**src/rcr_params.svh**
```systemverilog
`ifndef RCR_PARAMS_SVH
`define RCR_PARAMS_SVH

// ==========================================
// Register offsets and bank geometry
`define RCR_NREG          6
`define RCR_OFF_SW_MODE_B 6'h1d
`define RCR_OFF_VSEL_A    6'h1e
`define RCR_OFF_VSEL_B    6'h1f
`define RCR_OFF_EN_MODE_A 6'h20
`define RCR_OFF_EN_MODE_B 6'h21
`define RCR_OFF_MISC      6'h22

// ==========================================
// Writable bits per register
`define RCR_WM_SW_MODE_B  24'h103f3f
`define RCR_WM_VSEL_A     24'h075ff3
`define RCR_WM_VSEL_B     24'h0001fc
`define RCR_WM_EN_MODE_A  24'h1ffe3f
`define RCR_WM_EN_MODE_B  24'h1ff3ef
`define RCR_WM_MISC       24'h23bfc1

// ==========================================
// Bits restored by the main reset
`define RCR_RM_SW_MODE_B  24'h000f0f
`define RCR_RM_VSEL_A     24'h074003
`define RCR_RM_VSEL_B     24'h0001fc
`define RCR_RM_EN_MODE_A  24'h1f6c37
`define RCR_RM_EN_MODE_B  24'h1ff3ef
`define RCR_RM_MISC       24'h23bfc1

// ==========================================
// Reset values
`define RCR_DF_SW_MODE_B  24'h000a0a
`define RCR_DF_VSEL_A     24'h024000
`define RCR_DF_VSEL_B     24'h0001d8
`define RCR_DF_EN_MODE_A  24'h000000
`define RCR_DF_EN_MODE_B  24'h000000
`define RCR_DF_MISC       24'h218000

// ==========================================
// Field positions
`define RCR_SW3_MODE_LSB  0
`define RCR_SW3_HOLD_BIT  4
`define RCR_SW3_UOFF_BIT  5
`define RCR_SW4_MODE_LSB  8
`define RCR_SW4_HOLD_BIT  12
`define RCR_SW4_UOFF_BIT  13
`define RCR_BOOST_EN_BIT  20
`define RCR_SCP_EN_BIT    0
`define RCR_LDO3_EXT_BIT  3
`define RCR_CAM_EXT_BIT   9
`define RCR_VID_EN_BIT    12
`define RCR_VID_MODE_BIT  14
`define RCR_NSUP          15
`define RCR_SUP_REG '{3'h3,3'h3,3'h3,3'h3,3'h3,3'h3,3'h4,3'h4,3'h4,3'h4,3'h4,3'h5,3'h5,3'h5,3'h5}
`define RCR_SUP_POS '{5'h0,5'h3,5'h9,5'hc,5'hf,5'h12,5'h0,5'h6,5'hc,5'hf,5'h12,5'h6,5'h8,5'ha,5'hc}

// ==========================================
// Mode codes and sequencer timing
`define RCR_MODE_PWM      4'ha
`define RCR_MODE_OFF      4'h0
`define RCR_SEQ_SETTLE    3'h4

`endif

```
**src/rcr_pkg.sv**
```systemverilog
package rcr_pkg;

  // ==========================================
  // Types
  typedef logic [23:0] rcr_word_t;

  typedef enum logic [1:0] {
    st_idle   = 2'h0,
    st_settle = 2'h1,
    st_load   = 2'h3,
    st_done   = 2'h2
  } rcr_seq_state_t;

endpackage : rcr_pkg

```
**src/rcr_startup_seq.sv**
```systemverilog
`timescale 1ns/1ns
`include "rcr_params.svh"
module rcr_startup_seq
  import rcr_pkg::*;
(
  input  wire logic       core_clk,
  input  wire logic       rst_n,
  input  wire logic       ce,
  input  wire logic [1:0] mode_sel_pin,
  output logic            load,
  output logic [3:0]      mode3,
  output logic [3:0]      mode4,
  output logic            done
);

  logic [1:0]     msel_s1;
  logic [1:0]     msel_s2;
  logic [1:0]     msel_s3;
  logic [1:0]     msel_lvl;
  logic [2:0]     settle;
  rcr_seq_state_t state;
  rcr_seq_state_t next_state;

  // ==========================================
  // Strap synchroniser, accepted when stages agree
  always_ff @(posedge core_clk) begin
    if (!rst_n) begin
      msel_s1 <= 2'h0;
      msel_s2 <= 2'h0;
      msel_s3 <= 2'h0;
    end else if (ce) begin
      msel_s1 <= mode_sel_pin;
      msel_s2 <= msel_s1;
      msel_s3 <= msel_s2;
    end
  end

  always_ff @(posedge core_clk) begin
    if (!rst_n) begin
      msel_lvl <= 2'h0;
    end else if (ce && msel_s2 == msel_s3) begin
      msel_lvl <= msel_s3;
    end
  end

  // ==========================================
  // Sequencer
  always_comb begin
    next_state = state;
    case (state)
      st_idle:   next_state = st_settle;
      st_settle: if (settle == `RCR_SEQ_SETTLE) next_state = st_load;
      st_load:   next_state = st_done;
      st_done:   next_state = st_done;
      default:   next_state = st_idle;
    endcase
  end

  always_ff @(posedge core_clk) begin
    if (!rst_n) begin
      state <= st_idle;
    end else if (ce) begin
      state <= next_state;
    end
  end

  // Waits out the strap synchroniser before trusting the level
  always_ff @(posedge core_clk) begin
    if (!rst_n) begin
      settle <= 3'h0;
    end else if (ce && state == st_settle) begin
      settle <= settle + 3'h1;
    end
  end

  // Enabled switchers start in forced PWM for normal and standby
  always_ff @(posedge core_clk) begin
    if (!rst_n) begin
      mode3 <= `RCR_MODE_OFF;
      mode4 <= `RCR_MODE_OFF;
    end else if (ce && state == st_settle && next_state == st_load) begin
      mode3 <= (msel_lvl != 2'h0) ? `RCR_MODE_PWM : `RCR_MODE_OFF;
      mode4 <= msel_lvl[1] ? `RCR_MODE_PWM : `RCR_MODE_OFF;
    end
  end

  assign load = (state == st_load) && ce;
  assign done = (state == st_done);

endmodule : rcr_startup_seq

```
**src/rcr_regbank.sv**
```systemverilog
// ==========================================
// Behaviour
// - Startup sequencer reloads each switcher mode field from the power-up mode select.
// - An enabled switcher starts in forced PWM, normal and standby, until rewritten.
// - Memory-hold and user-off bits clear only on power-off reset.
// - Short-circuit protection enable bit clears to zero on main reset.
// - Standby-control bit makes a regulator follow the standby input.
// - Two regulators have an external pass transistor select bit, reset zero.
// - Four general outputs have enable and standby bits, cleared by main reset.
// - Video regulator enable, standby and mode bits clear on main reset.
//
// Chosen here: the address-and-strobe port.
`timescale 1ns/1ns
`include "rcr_params.svh"
module rcr_regbank
  import rcr_pkg::*;
(
  input  wire logic        core_clk,
  input  wire logic        rst_n,
  input  wire logic        ce,
  input  wire logic        power_off_reset_low,
  input  wire logic        standby_pin,
  input  wire logic [1:0]  power_up_mode_select,
  input  wire logic [5:0]  addr,
  input  wire logic [23:0] wr_data,
  input  wire logic        wr_stb,
  input  wire logic        rd_stb,
  output logic [23:0]      rd_data,
  output logic [3:0]       third_switcher_op_mode,
  output logic [3:0]       fourth_switcher_op_mode,
  output logic             third_switcher_memory_hold,
  output logic             fourth_switcher_memory_hold,
  output logic             third_switcher_user_off,
  output logic             fourth_switcher_user_off,
  output logic             boost_switcher_enable,
  output logic [23:0]      voltage_select_a,
  output logic [23:0]      voltage_select_b,
  output logic             short_circuit_protect_enable,
  output logic             general_ldo3_external_pass,
  output logic             camera_ldo_external_pass,
  output logic             video_ldo_op_mode,
  output logic [14:0]      supply_on,
  output logic             startup_done
);

  // ==========================================
  // Bank description
  localparam int        NREG = `RCR_NREG;
  localparam int        NSUP = `RCR_NSUP;
  localparam int        IDX_SW   = 0;
  localparam int        IDX_VIDB = 4;
  localparam int        IDX_MISC = 5;

  localparam logic [5:0] OFF [0:NREG-1] = '{
    `RCR_OFF_SW_MODE_B, `RCR_OFF_VSEL_A, `RCR_OFF_VSEL_B,
    `RCR_OFF_EN_MODE_A, `RCR_OFF_EN_MODE_B, `RCR_OFF_MISC
  };

  localparam rcr_word_t WM [0:NREG-1] = '{
    `RCR_WM_SW_MODE_B, `RCR_WM_VSEL_A, `RCR_WM_VSEL_B,
    `RCR_WM_EN_MODE_A, `RCR_WM_EN_MODE_B, `RCR_WM_MISC
  };

  localparam rcr_word_t RM [0:NREG-1] = '{
    `RCR_RM_SW_MODE_B, `RCR_RM_VSEL_A, `RCR_RM_VSEL_B,
    `RCR_RM_EN_MODE_A, `RCR_RM_EN_MODE_B, `RCR_RM_MISC
  };

  localparam rcr_word_t DF [0:NREG-1] = '{
    `RCR_DF_SW_MODE_B, `RCR_DF_VSEL_A, `RCR_DF_VSEL_B,
    `RCR_DF_EN_MODE_A, `RCR_DF_EN_MODE_B, `RCR_DF_MISC
  };

  localparam logic [2:0] SUP_REG [0:NSUP-1] = `RCR_SUP_REG;
  localparam logic [4:0] SUP_POS [0:NSUP-1] = `RCR_SUP_POS;

  // ==========================================
  // Signals
  rcr_word_t   regs     [0:NREG-1];
  rcr_word_t   next_reg [0:NREG-1];
  rcr_word_t   rd_word;
  logic [14:0] next_supply;
  logic        stby_s1;
  logic        stby_s2;
  logic        stby_s3;
  logic        stby_lvl;
  logic        seq_rst_n;
  logic        seq_load;
  logic [3:0]  seq_mode3;
  logic [3:0]  seq_mode4;

  // ==========================================
  // Startup sequencer
  // Power-off reset is the deeper one, so it restarts the sequencer too
  assign seq_rst_n = rst_n & power_off_reset_low;

  rcr_startup_seq u_seq (
    .core_clk     (core_clk),
    .rst_n        (seq_rst_n),
    .ce           (ce),
    .mode_sel_pin (power_up_mode_select),
    .load         (seq_load),
    .mode3        (seq_mode3),
    .mode4        (seq_mode4),
    .done         (startup_done)
  );

  // ==========================================
  // Register storage
  // Only writable bits ever change, so unused bits stay zero
  for (genvar i = 0; i < NREG; i++) begin : g_reg
    always_comb begin
      next_reg[i] = regs[i];
      if (i == IDX_SW && seq_load) begin
        next_reg[i][`RCR_SW3_MODE_LSB +: 4] = seq_mode3;
        next_reg[i][`RCR_SW4_MODE_LSB +: 4] = seq_mode4;
      end
      // A write in the load cycle wins, software has the last word
      if (wr_stb && addr == OFF[i]) begin
        next_reg[i] = (next_reg[i] & ~WM[i]) | (wr_data & WM[i]);
      end
    end

    // Main reset restores only its own bits; the rest survive it
    always_ff @(posedge core_clk) begin
      if (!power_off_reset_low) begin
        regs[i] <= DF[i];
      end else if (!rst_n) begin
        regs[i] <= (regs[i] & ~RM[i]) | (DF[i] & RM[i]);
      end else if (ce) begin
        regs[i] <= next_reg[i];
      end
    end

    // Reset values sit inside the writable masks, so unused bits never set
    reserved_zero_a: assert property (
      @(posedge core_clk) disable iff (!power_off_reset_low)
      (regs[i] & ~WM[i]) == 24'h000000
    ) else $error("unused register bits hold ones");

    write_land_a: assert property (
      @(posedge core_clk) disable iff (!rst_n || !power_off_reset_low)
      ce && wr_stb && addr == OFF[i]
      |=> (regs[i] & WM[i]) == ($past(wr_data) & WM[i])
    ) else $error("register write did not land");

    read_word_a: assert property (
      @(posedge core_clk) disable iff (!rst_n || !power_off_reset_low)
      ce && rd_stb && addr == OFF[i] |=> rd_data == $past(regs[i])
    ) else $error("read data differs from register");

    freeze_hold_a: assert property (
      @(posedge core_clk) disable iff (!rst_n || !power_off_reset_low)
      !ce |=> $stable(regs[i])
    ) else $error("register changed while clock enable low");
  end

  // ==========================================
  // Read path
  always_comb begin
    rd_word = 24'h000000;
    for (int k = 0; k < NREG; k++) begin
      if (addr == OFF[k]) begin
        rd_word = regs[k];
      end
    end
  end

  // Data stand only in the cycle after the strobe
  always_ff @(posedge core_clk) begin
    if (!rst_n || !power_off_reset_low) begin
      rd_data <= 24'h000000;
    end else if (ce) begin
      rd_data <= rd_stb ? rd_word : 24'h000000;
    end
  end

  // ==========================================
  // Standby input synchroniser
  always_ff @(posedge core_clk) begin
    if (!power_off_reset_low) begin
      stby_s1 <= 1'b0;
      stby_s2 <= 1'b0;
      stby_s3 <= 1'b0;
    end else if (ce) begin
      stby_s1 <= standby_pin;
      stby_s2 <= stby_s1;
      stby_s3 <= stby_s2;
    end
  end

  always_ff @(posedge core_clk) begin
    if (!power_off_reset_low) begin
      stby_lvl <= 1'b0;
    end else if (ce && stby_s2 == stby_s3) begin
      stby_lvl <= stby_s3;
    end
  end

  // ==========================================
  // Supply on/off, regulators then general outputs
  for (genvar j = 0; j < NSUP; j++) begin : g_sup
    assign next_supply[j] =
      regs[SUP_REG[j]][SUP_POS[j]] &
      ~(regs[SUP_REG[j]][SUP_POS[j] + 5'h1] & stby_lvl);

    supply_gate_a: assert property (
      @(posedge core_clk) disable iff (!rst_n || !power_off_reset_low)
      ce && !regs[SUP_REG[j]][SUP_POS[j]] |=> !supply_on[j]
    ) else $error("supply on without its enable");

    supply_steady_a: assert property (
      @(posedge core_clk) disable iff (!rst_n || !power_off_reset_low)
      ce && regs[SUP_REG[j]][SUP_POS[j]] && !(regs[SUP_REG[j]][SUP_POS[j] + 5'h1] && stby_lvl)
      |=> supply_on[j]
    ) else $error("enabled supply failed to turn on");

    supply_standby_a: assert property (
      @(posedge core_clk) disable iff (!rst_n || !power_off_reset_low)
      ce && stby_lvl && regs[SUP_REG[j]][SUP_POS[j] + 5'h1] |=> !supply_on[j]
    ) else $error("standby-controlled supply stayed on");
  end

  always_ff @(posedge core_clk) begin
    if (!rst_n || !power_off_reset_low) begin
      supply_on <= 15'h0000;
    end else if (ce) begin
      supply_on <= next_supply;
    end
  end

  // ==========================================
  // Field outputs, straight from the register flops
  assign third_switcher_op_mode       = regs[IDX_SW][`RCR_SW3_MODE_LSB +: 4];
  assign fourth_switcher_op_mode      = regs[IDX_SW][`RCR_SW4_MODE_LSB +: 4];
  assign third_switcher_memory_hold   = regs[IDX_SW][`RCR_SW3_HOLD_BIT];
  assign fourth_switcher_memory_hold  = regs[IDX_SW][`RCR_SW4_HOLD_BIT];
  assign third_switcher_user_off      = regs[IDX_SW][`RCR_SW3_UOFF_BIT];
  assign fourth_switcher_user_off     = regs[IDX_SW][`RCR_SW4_UOFF_BIT];
  assign boost_switcher_enable        = regs[IDX_SW][`RCR_BOOST_EN_BIT];
  assign voltage_select_a             = regs[1];
  assign voltage_select_b             = regs[2];
  assign short_circuit_protect_enable = regs[IDX_MISC][`RCR_SCP_EN_BIT];
  assign general_ldo3_external_pass   = regs[IDX_VIDB][`RCR_LDO3_EXT_BIT];
  assign camera_ldo_external_pass     = regs[IDX_VIDB][`RCR_CAM_EXT_BIT];
  assign video_ldo_op_mode            = regs[IDX_VIDB][`RCR_VID_MODE_BIT];

  // ==========================================
  // Assertions
  mode_load_a: assert property (
    @(posedge core_clk) disable iff (!rst_n || !power_off_reset_low)
    seq_load && !(wr_stb && addr == `RCR_OFF_SW_MODE_B)
    |=> third_switcher_op_mode == $past(seq_mode3)
        && fourth_switcher_op_mode == $past(seq_mode4)
  ) else $error("switcher mode not loaded by sequencer");

  mode_hold_a: assert property (
    @(posedge core_clk) disable iff (!rst_n || !power_off_reset_low)
    startup_done && !(wr_stb && addr == `RCR_OFF_SW_MODE_B)
    |=> $stable(third_switcher_op_mode) && $stable(fourth_switcher_op_mode)
  ) else $error("switcher mode changed without a write");

  hold_survive_a: assert property (
    @(posedge core_clk) disable iff (!power_off_reset_low)
    !rst_n |=> third_switcher_memory_hold == $past(third_switcher_memory_hold)
        && fourth_switcher_user_off == $past(fourth_switcher_user_off)
  ) else $error("memory hold or user off lost on main reset");

  hold_clear_a: assert property (
    @(posedge core_clk)
    !power_off_reset_low |=> !third_switcher_memory_hold
        && !third_switcher_user_off && !fourth_switcher_memory_hold
  ) else $error("power-off reset left hold bits set");

  scp_reset_a: assert property (
    @(posedge core_clk) disable iff (!power_off_reset_low)
    !rst_n |=> !short_circuit_protect_enable
  ) else $error("protection enable not cleared by main reset");

  standby_off_a: assert property (
    @(posedge core_clk) disable iff (!rst_n || !power_off_reset_low)
    ce && stby_lvl && regs[3][1] |=> !supply_on[0]
  ) else $error("standby-controlled regulator stayed on");

  ext_pass_a: assert property (
    @(posedge core_clk) disable iff (!power_off_reset_low)
    !rst_n |=> !general_ldo3_external_pass && !camera_ldo_external_pass
  ) else $error("external pass select not cleared");

  output_reset_a: assert property (
    @(posedge core_clk) disable iff (!power_off_reset_low)
    !rst_n |=> regs[IDX_MISC][13:6] == 8'h00 ##1 supply_on[14:11] == 4'h0
  ) else $error("general output bits not cleared");

  video_reset_a: assert property (
    @(posedge core_clk) disable iff (!power_off_reset_low)
    !rst_n |=> regs[IDX_VIDB][14:12] == 3'h0 && !video_ldo_op_mode
  ) else $error("video regulator bits not cleared");

  unused_zero_a: assert property (
    @(posedge core_clk) disable iff (!rst_n || !power_off_reset_low)
    ce && rd_stb && addr == `RCR_OFF_SW_MODE_B
    |=> rd_data[23:21] == 3'h0 && rd_data[19:14] == 6'h00
        && rd_data[7:6] == 2'h0
  ) else $error("unused bits read back nonzero");

  read_slot_a: assert property (
    @(posedge core_clk) disable iff (!rst_n || !power_off_reset_low)
    ce && !rd_stb |=> rd_data == 24'h000000
  ) else $error("read data outside its slot");

  unmapped_read_a: assert property (
    @(posedge core_clk) disable iff (!rst_n || !power_off_reset_low)
    ce && rd_stb && (addr < `RCR_OFF_SW_MODE_B || addr > `RCR_OFF_MISC)
    |=> rd_data == 24'h000000
  ) else $error("unmapped address read back nonzero");

  mode_default_a: assert property (
    @(posedge core_clk) disable iff (!power_off_reset_low)
    !rst_n |=> third_switcher_op_mode == DF[IDX_SW][`RCR_SW3_MODE_LSB +: 4]
        && fourth_switcher_op_mode == DF[IDX_SW][`RCR_SW4_MODE_LSB +: 4]
  ) else $error("main reset did not restore switcher modes");

  load_pulse_a: assert property (
    @(posedge core_clk) disable iff (!rst_n || !power_off_reset_low)
    seq_load |=> !seq_load
  ) else $error("sequencer load lasted more than one cycle");

  hold_load_a: assert property (
    @(posedge core_clk) disable iff (!rst_n || !power_off_reset_low)
    seq_load && !(wr_stb && addr == `RCR_OFF_SW_MODE_B)
    |=> $stable(third_switcher_memory_hold) && $stable(fourth_switcher_user_off)
  ) else $error("sequencer load disturbed hold or user off");

  supply_reset_a: assert property (
    @(posedge core_clk) disable iff (!power_off_reset_low)
    !rst_n |=> supply_on == 15'h0000
  ) else $error("supplies not off after main reset");

  standby_filter_a: assert property (
    @(posedge core_clk) disable iff (!power_off_reset_low)
    $changed(stby_lvl) |-> $past(stby_s2) == $past(stby_s3)
        && stby_lvl == $past(stby_s3)
  ) else $error("standby level taken before its stages agreed");

endmodule : rcr_regbank

```
**config.mk**
```make
export PLATFORM = sky130hd
export DESIGN_NAME = rcr_regbank
export DESIGN_NICKNAME = d
export VERILOG_FILES = /design/src/rcr_pkg.sv /design/src/rcr_startup_seq.sv /design/src/rcr_regbank.sv
export VERILOG_INCLUDE_DIRS = /design/src
export SDC_FILE = /design/constraint.sdc
export NUM_CORES = 1
export LEC_CHECK = 0
export BUFFER_PORTS_ARGS = -buffer_cell sky130_fd_sc_hd__clkbuf_2
export CORE_AREA = 2 2 116 118
export CTS_BUF_LIST = sky130_fd_sc_hd__clkbuf_16
export DETAILED_ROUTE_END_ITERATION = 7
export DIE_AREA = 0 0 118 120
export PLACE_DENSITY = 0.8
export SLEW_MARGIN = 20
export SYNTH_ARGS = -nofsm -noshare
export SYNTH_HDL_FRONTEND = slang
export SYNTH_SLANG_ARGS = --single-unit
```
**constraint.sdc**
```tcl
create_clock -name core_clk -period 10 [get_ports core_clk]
set_clock_uncertainty 0.1 [all_clocks]
set_input_delay 2 -clock core_clk [delete_from_list [all_inputs] [get_ports core_clk]]
set_output_delay 2 -clock core_clk [all_outputs]
set_load 0.02 [all_outputs]
```
==> results of run 1 <==
[sequential cells by signal, indices dropped and copies added (netlist names)]
signal,count
stby_lvl,1
rd_data,24
supply_on,15
u_seq.settle,3
u_seq.state,2
u_seq.msel_lvl,2
u_seq.mode3,1
u_seq.msel_s2,2
u_seq.mode4,1
regs,101
stby_s2,1
u_seq.msel_s1,2
stby_s3,1
u_seq.msel_s3,2
stby_s1,1
[cell usage after synthesis (11+ instances only)]
cell      instances
and3_1           52
or3_1            11
and2_1           20
nor2_1           26
clkbuf_1         27
a21oi_1          22
buf_4            58
nand3_1          16
dfxtp_1          58
nand2_1          64
o21ai_0          37
a22o_1           14
edfxtp_1        101
mux2i_1          17
mux2_2           11
[worst reg2reg max path, delay by kind of cell, from the launching register on]
| family | cells | cell delay, ps |
|---|---|---|
| simple gates | 3 | 590 |
| flops | 1 | 430 |
| mux | 1 | 220 |
[power by group through the flow]
stage               Sequential (mW)  Clock (mW)  Combinational (mW)
finish                        0.746       0.612               0.119
CTS                           0.745       0.611               0.118
global route                  0.748       0.639               0.127
global placement              0.757           0               0.114
floorplan                     0.757           0              0.0893
detailed placement            0.758           0               0.117
[layer usage]
layer,vias up,global-route usage,wire length (um)
li1,2366,-,-
met1,2523,0.329,6980
met2,371,0.422,8820
met3,47,0.0661,1990
met4,0,0.150,706
met5,-,0,0
[worst paths after layout]
path	slack, ps	cells after the start	from	endpoint
hold / removal	350	2	rd_data[5]	rd_data[5]
setup / recovery	4790	6	addr[0]	regs[0][22]
hold reg to reg	350	2	rd_data[5]	rd_data[5]
setup reg to reg	8520	4	u_seq.state[0]	u_seq.mode4[1]
[area by class of cell]
type / count / area (um^2) / area share
sequential: 159 / 4190 / 0.523
multi-input combinational: 393 / 2380 / 0.297
timing repair buffer: 127 / 666 / 0.0830
clock buffer: 18 / 450 / 0.0562
tap: 176 / 220 / 0.0275
clock inverter: 14 / 97.6 / 0.0122
inverter: 4 / 15.0 / 0.00187
[through the flow]
step	worst slack (ps)	hold slack (ps)	power, mW	cells	utilization
after floorplan	5330	343	0.847	656	-
after global placement	4520	341	0.871	859	0.575
after detailed placement	4440	348	0.876	859	0.576
after CTS	4900	358	1.47	891	0.618
after global routing	4670	378	1.51	891	0.618
final	4790	352	1.48	891	0.618
[cells by family (layout without fill, tap and decap cells)]
kind of cell,after synthesis,after routing,share of synthesized area
buffers and inverters,104,163,0.0910
other,1,26,0.000526
AO/OA/AOI/OAI,120,120,0.112
adder cells (fa/ha/maj),2,2,0.00351
XOR/XNOR,2,2,0.00246
multiplexers,28,28,0.0413
AND/OR/NAND/NOR,215,215,0.161
flip-flops,159,159,0.589
==> results.md, run 1 <==
- Distinct cells, synth: 52
- Io pins: 144
- CP top delay family: simple AND/OR/NAND/NOR gates
- PostCTS Resize Cnt: 0
- Worst VDD drop: 0.000127 V
- Starting DRT DRC Count: 682
- Number of synthesized flops with an enable pin: 101
- Fmax: 192 MHz
- Via/cell ratio: 5.96
- Kind of critical path: primary input to flip-flop
- Critical path capture point type: flip-flop
- Most frequent cells in the layout: 115 x clkbuf_2, 101 x edfxtp_1, 64 x nand2_1, 58 x dfxtp_1, 52 x and3_1
- Crit path time final: 5210 ps
- RSZ-0062 raised after global routing: false
- Synthesized instance count: 631
- Root buffer cell: clkbuf_16
- Switching Fraction: 0.244
- Residual DRC count: 0
- Slew @ Worst Pin: 1080 ps
- Synth top area share: 0.426
- Worst hold path type: flip-flop to flip-flop
- Final Hold Fails: 0
- Worst Path Required: 9940 ps
- Seq pwr share: 0.505
- Area growth syn-to-layout: 12.6%
- First-pass DRT Iterations: 6
- Port bufs: 115
- CTS tree: yes
- Die area: 14200 um^2
- CP max FO: 22
- Sum Neg Setup Slack: 0 ps
- Grt ovf: 0
- Fin crit share: 0.521
- Net Switching: 0.361 mW
- Synth top area cells: edfxtp_1 43%, dfxtp_1 16%, buf_4 6.1%
- Final nets: 743
- DR vias: 5307
- Commonest non-fill, non-tap cell in the layout: clkbuf_2
- Slowest stage cell, crit path: nand2b_1
- Setup Fix Bufs, Post-CTS: 0
- Cell row count: 42
- Clk_lat worst skew: 430 ps
- Vias in the first global route: 5124
- Worst Path Buf+Inv: 2
- Cts bufs inserted: 17
- Synthesized area: 7120 um^2
- Syn Area/Cell: 11.3 um^2
- Cells along the critical path: clkbuf_2 -> nor2b_1 -> buf_4 -> and2_4 -> and3_1 -> nand2b_1
- Initial Util: 0.549
- Antenna violations before repair: 0
- Clk pwr share: 0.414
- CTS H-tree lvls: 4
- Layout cells sized above 1: 0.243
- First-pass GRT wire length: 28.0 mm
- Outcome: completed
- N_diodes: 0
- Sequential share of the synthesized area: 0.589
- Final slew viol count: 0
- Worst setup SP type: primary input
- Detailed Place HPWL: 12.4 mm
- Power Internal: 1.12 mW
- Die W: 118 um
- Largest net degree at the start of global routing: 81
- DR WL/cell: 20.8 um
- FF+latch count, synth: 159
- Die height: 120 um
- Critical Path AT: 5150 ps
- DRT Wirelength: 18.5 mm
- Worst relative slew slack: 0.270
- Async set-or-reset flop fraction in the synthesized netlist: 0
- YS warnings: 0
- Final setup viols: 0
- Delay of the slowest cell on the worst path: 920 ps
- GP Congestion: 0.877
- Cell taking the most area after synthesis: edfxtp_1
- Total of fill cells in the finished design: 1025
- # hold bufs at CTS: 0
- Clock-pin slew on the worst setup and hold paths: 60 ps
- Finished layout cell area: 8020 um^2
- Lkg Pwr: 3.32 nW
- Max Cap Viol: 0
- CTS Sinks: 159
- Clk buf depth: 2
- Placed cell area: 7470 um^2
- Combinational share of power: 0.081
- ANT nets after route: 0
- GRT Util Overall: 0.264
- Pwr Density: 184 nW/um^2
- Dominant synthesized flop cell: edfxtp_1
- Core area: 13000 um^2
Power figures use the tool's default switching activity.
==> run 2: changes to the inputs <==
CORE_AREA = 2 2 117 119   (was 2 2 116 118)
DIE_AREA = 0 0 119 121   (was 0 0 118 120)
PLACE_DENSITY = 0.79   (was 0.8)
clock period = 5.1 ns   (was 10 ns; I/O delays follow)
==> results.md, run 2 (synthesis gave the netlist of run 1 again) <==
- Worst hold path type: flip-flop to flip-flop
- Worst setup SP type: primary input
- Max Cap Viol: 0
- Residual DRC count: 0
- CTS Sinks: 159
- Crit path time final: 3370 ps
- N_diodes: 0
- Slew @ Worst Pin: 1110 ps
- # hold bufs at CTS: 0
- Fin crit share: 0.661
- Vias in the first global route: 5088
- Clock-pin slew on the worst setup and hold paths: 60 ps
- Io pins: 144
- Grt ovf: 0
- CTS H-tree lvls: 4
- Die area: 14400 um^2
- Most frequent cells in the layout: 115 x clkbuf_2, 101 x edfxtp_1, 64 x nand2_1, 58 x dfxtp_1, 52 x and3_1
- Largest net degree at the start of global routing: 78
- Final slew viol count: 0
- Layout cells sized above 1: 0.249
- DR vias: 5299
- Critical Path AT: 3400 ps
- Die W: 119 um
- Commonest non-fill, non-tap cell in the layout: clkbuf_2
- PostCTS Resize Cnt: 0
- Initial Util: 0.544
- Starting DRT DRC Count: 552
- Final Core Density: 0.621
- Root buffer cell: clkbuf_16
- Non-filler instance count after layout: 895
- CP max FO: 9
- CTS tree: yes
- Port bufs: 115
- DRT Wirelength: 18.2 mm
- GP Congestion: 0.873
- Critical path capture point type: flip-flop
- Worst VDD drop: 0.000189 V
- Number of flip-flops under the largest register name: 101
- Setup Fix Bufs, Post-CTS: 0
- DR WL/cell: 20.3 um
- First-pass DRT Iterations: 8
- Final nets: 747
- Clk buf depth: 2
- Final Hold Fails: 0
- Clk_lat worst skew: 430 ps
- First-pass GRT wire length: 27.7 mm
- Worst Path Required: 5130 ps
- Largest Register: regs
- ANT nets after route: 0
- Cell row count: 42
- Cts bufs inserted: 17
- Fmax: 297 MHz
- Area growth syn-to-layout: 14.0%
- Via/cell ratio: 5.92
- Detailed Place HPWL: 12.5 mm
- Sum Neg Setup Slack: 0 ps
- Lkg Pwr: 3.37 nW
- Pwr Density: 369 nW/um^2
- GRT Util Overall: 0.258
- Kind of critical path: primary input to flip-flop
- RSZ-0062 raised after global routing: false
- Antenna violations before repair: 0
- Worst relative slew slack: 0.257
- Core area: 13100 um^2
- Die height: 121 um
- Placed cells: 863
- Final setup viols: 0
- Regs by FF count: regs: 101 flops, rd_data: 24 flops, supply_on: 15 flops
- Outcome: completed
run 2: cell type report:
class,count,area [um^2]
clock buffer,22,551
clock inverter,10,72.6
fill,1040,4960
inverter,4,15.0
multi-input combinational,393,2370
sequential,159,4190
tap,176,220
timing repair buffer,131,696
run 2: final timing paths:
path	endpoint	slack [ps]	depth (start not counted)	start
max	regs[1][40]	1730	5	addr[4]
min	rd_data[23]	350	2	rd_data[23]
max reg2reg	regs[0][10]	3650	1	u_seq.state[0]
min reg2reg	rd_data[23]	350	2	rd_data[23]
run 2: critical path, stage by stage:
cell and delay [ps]:
clkbuf_2 130, or4b_1 790, or3_1 440, o21ai_1 710, buf_4 320
run 2: metrics by stage:
step | power [mW] | hold slack, ps | worst slack [ps] | area [um^2]
after floorplan | 1.66 | 343 | 1410 | 7220
after global placement | 1.71 | 338 | 1380 | 7500
after detailed placement | 1.72 | 345 | 1360 | 7500
after CTS | 3.01 | 358 | 1810 | 8120
after global routing | 3.08 | 381 | 1700 | 8120
final | 3.00 | 351 | 1730 | 8120
run 2: power by group:
group | switching [mW] | internal, mW | total (mW) | leakage, nW
Clock | 0.492 | 0.809 | 1.30 | 0.325
Combinational | 0.163 | 0.0705 | 0.233 | 1.54
Sequential | 0.0335 | 1.43 | 1.46 | 1.51
run 2: metal layers:
layer | vias to the layer above | share of wire | wire [um] | global-route usage
met5 | - | 0 | 0 | 0
met4 | 0 | 0.034 | 622 | 0.121
li1 | 2381 | - | - | -
met1 | 2534 | 0.38 | 6940 | 0.323
met3 | 51 | 0.10 | 1820 | 0.0710
met2 | 333 | 0.48 | 8780 | 0.418
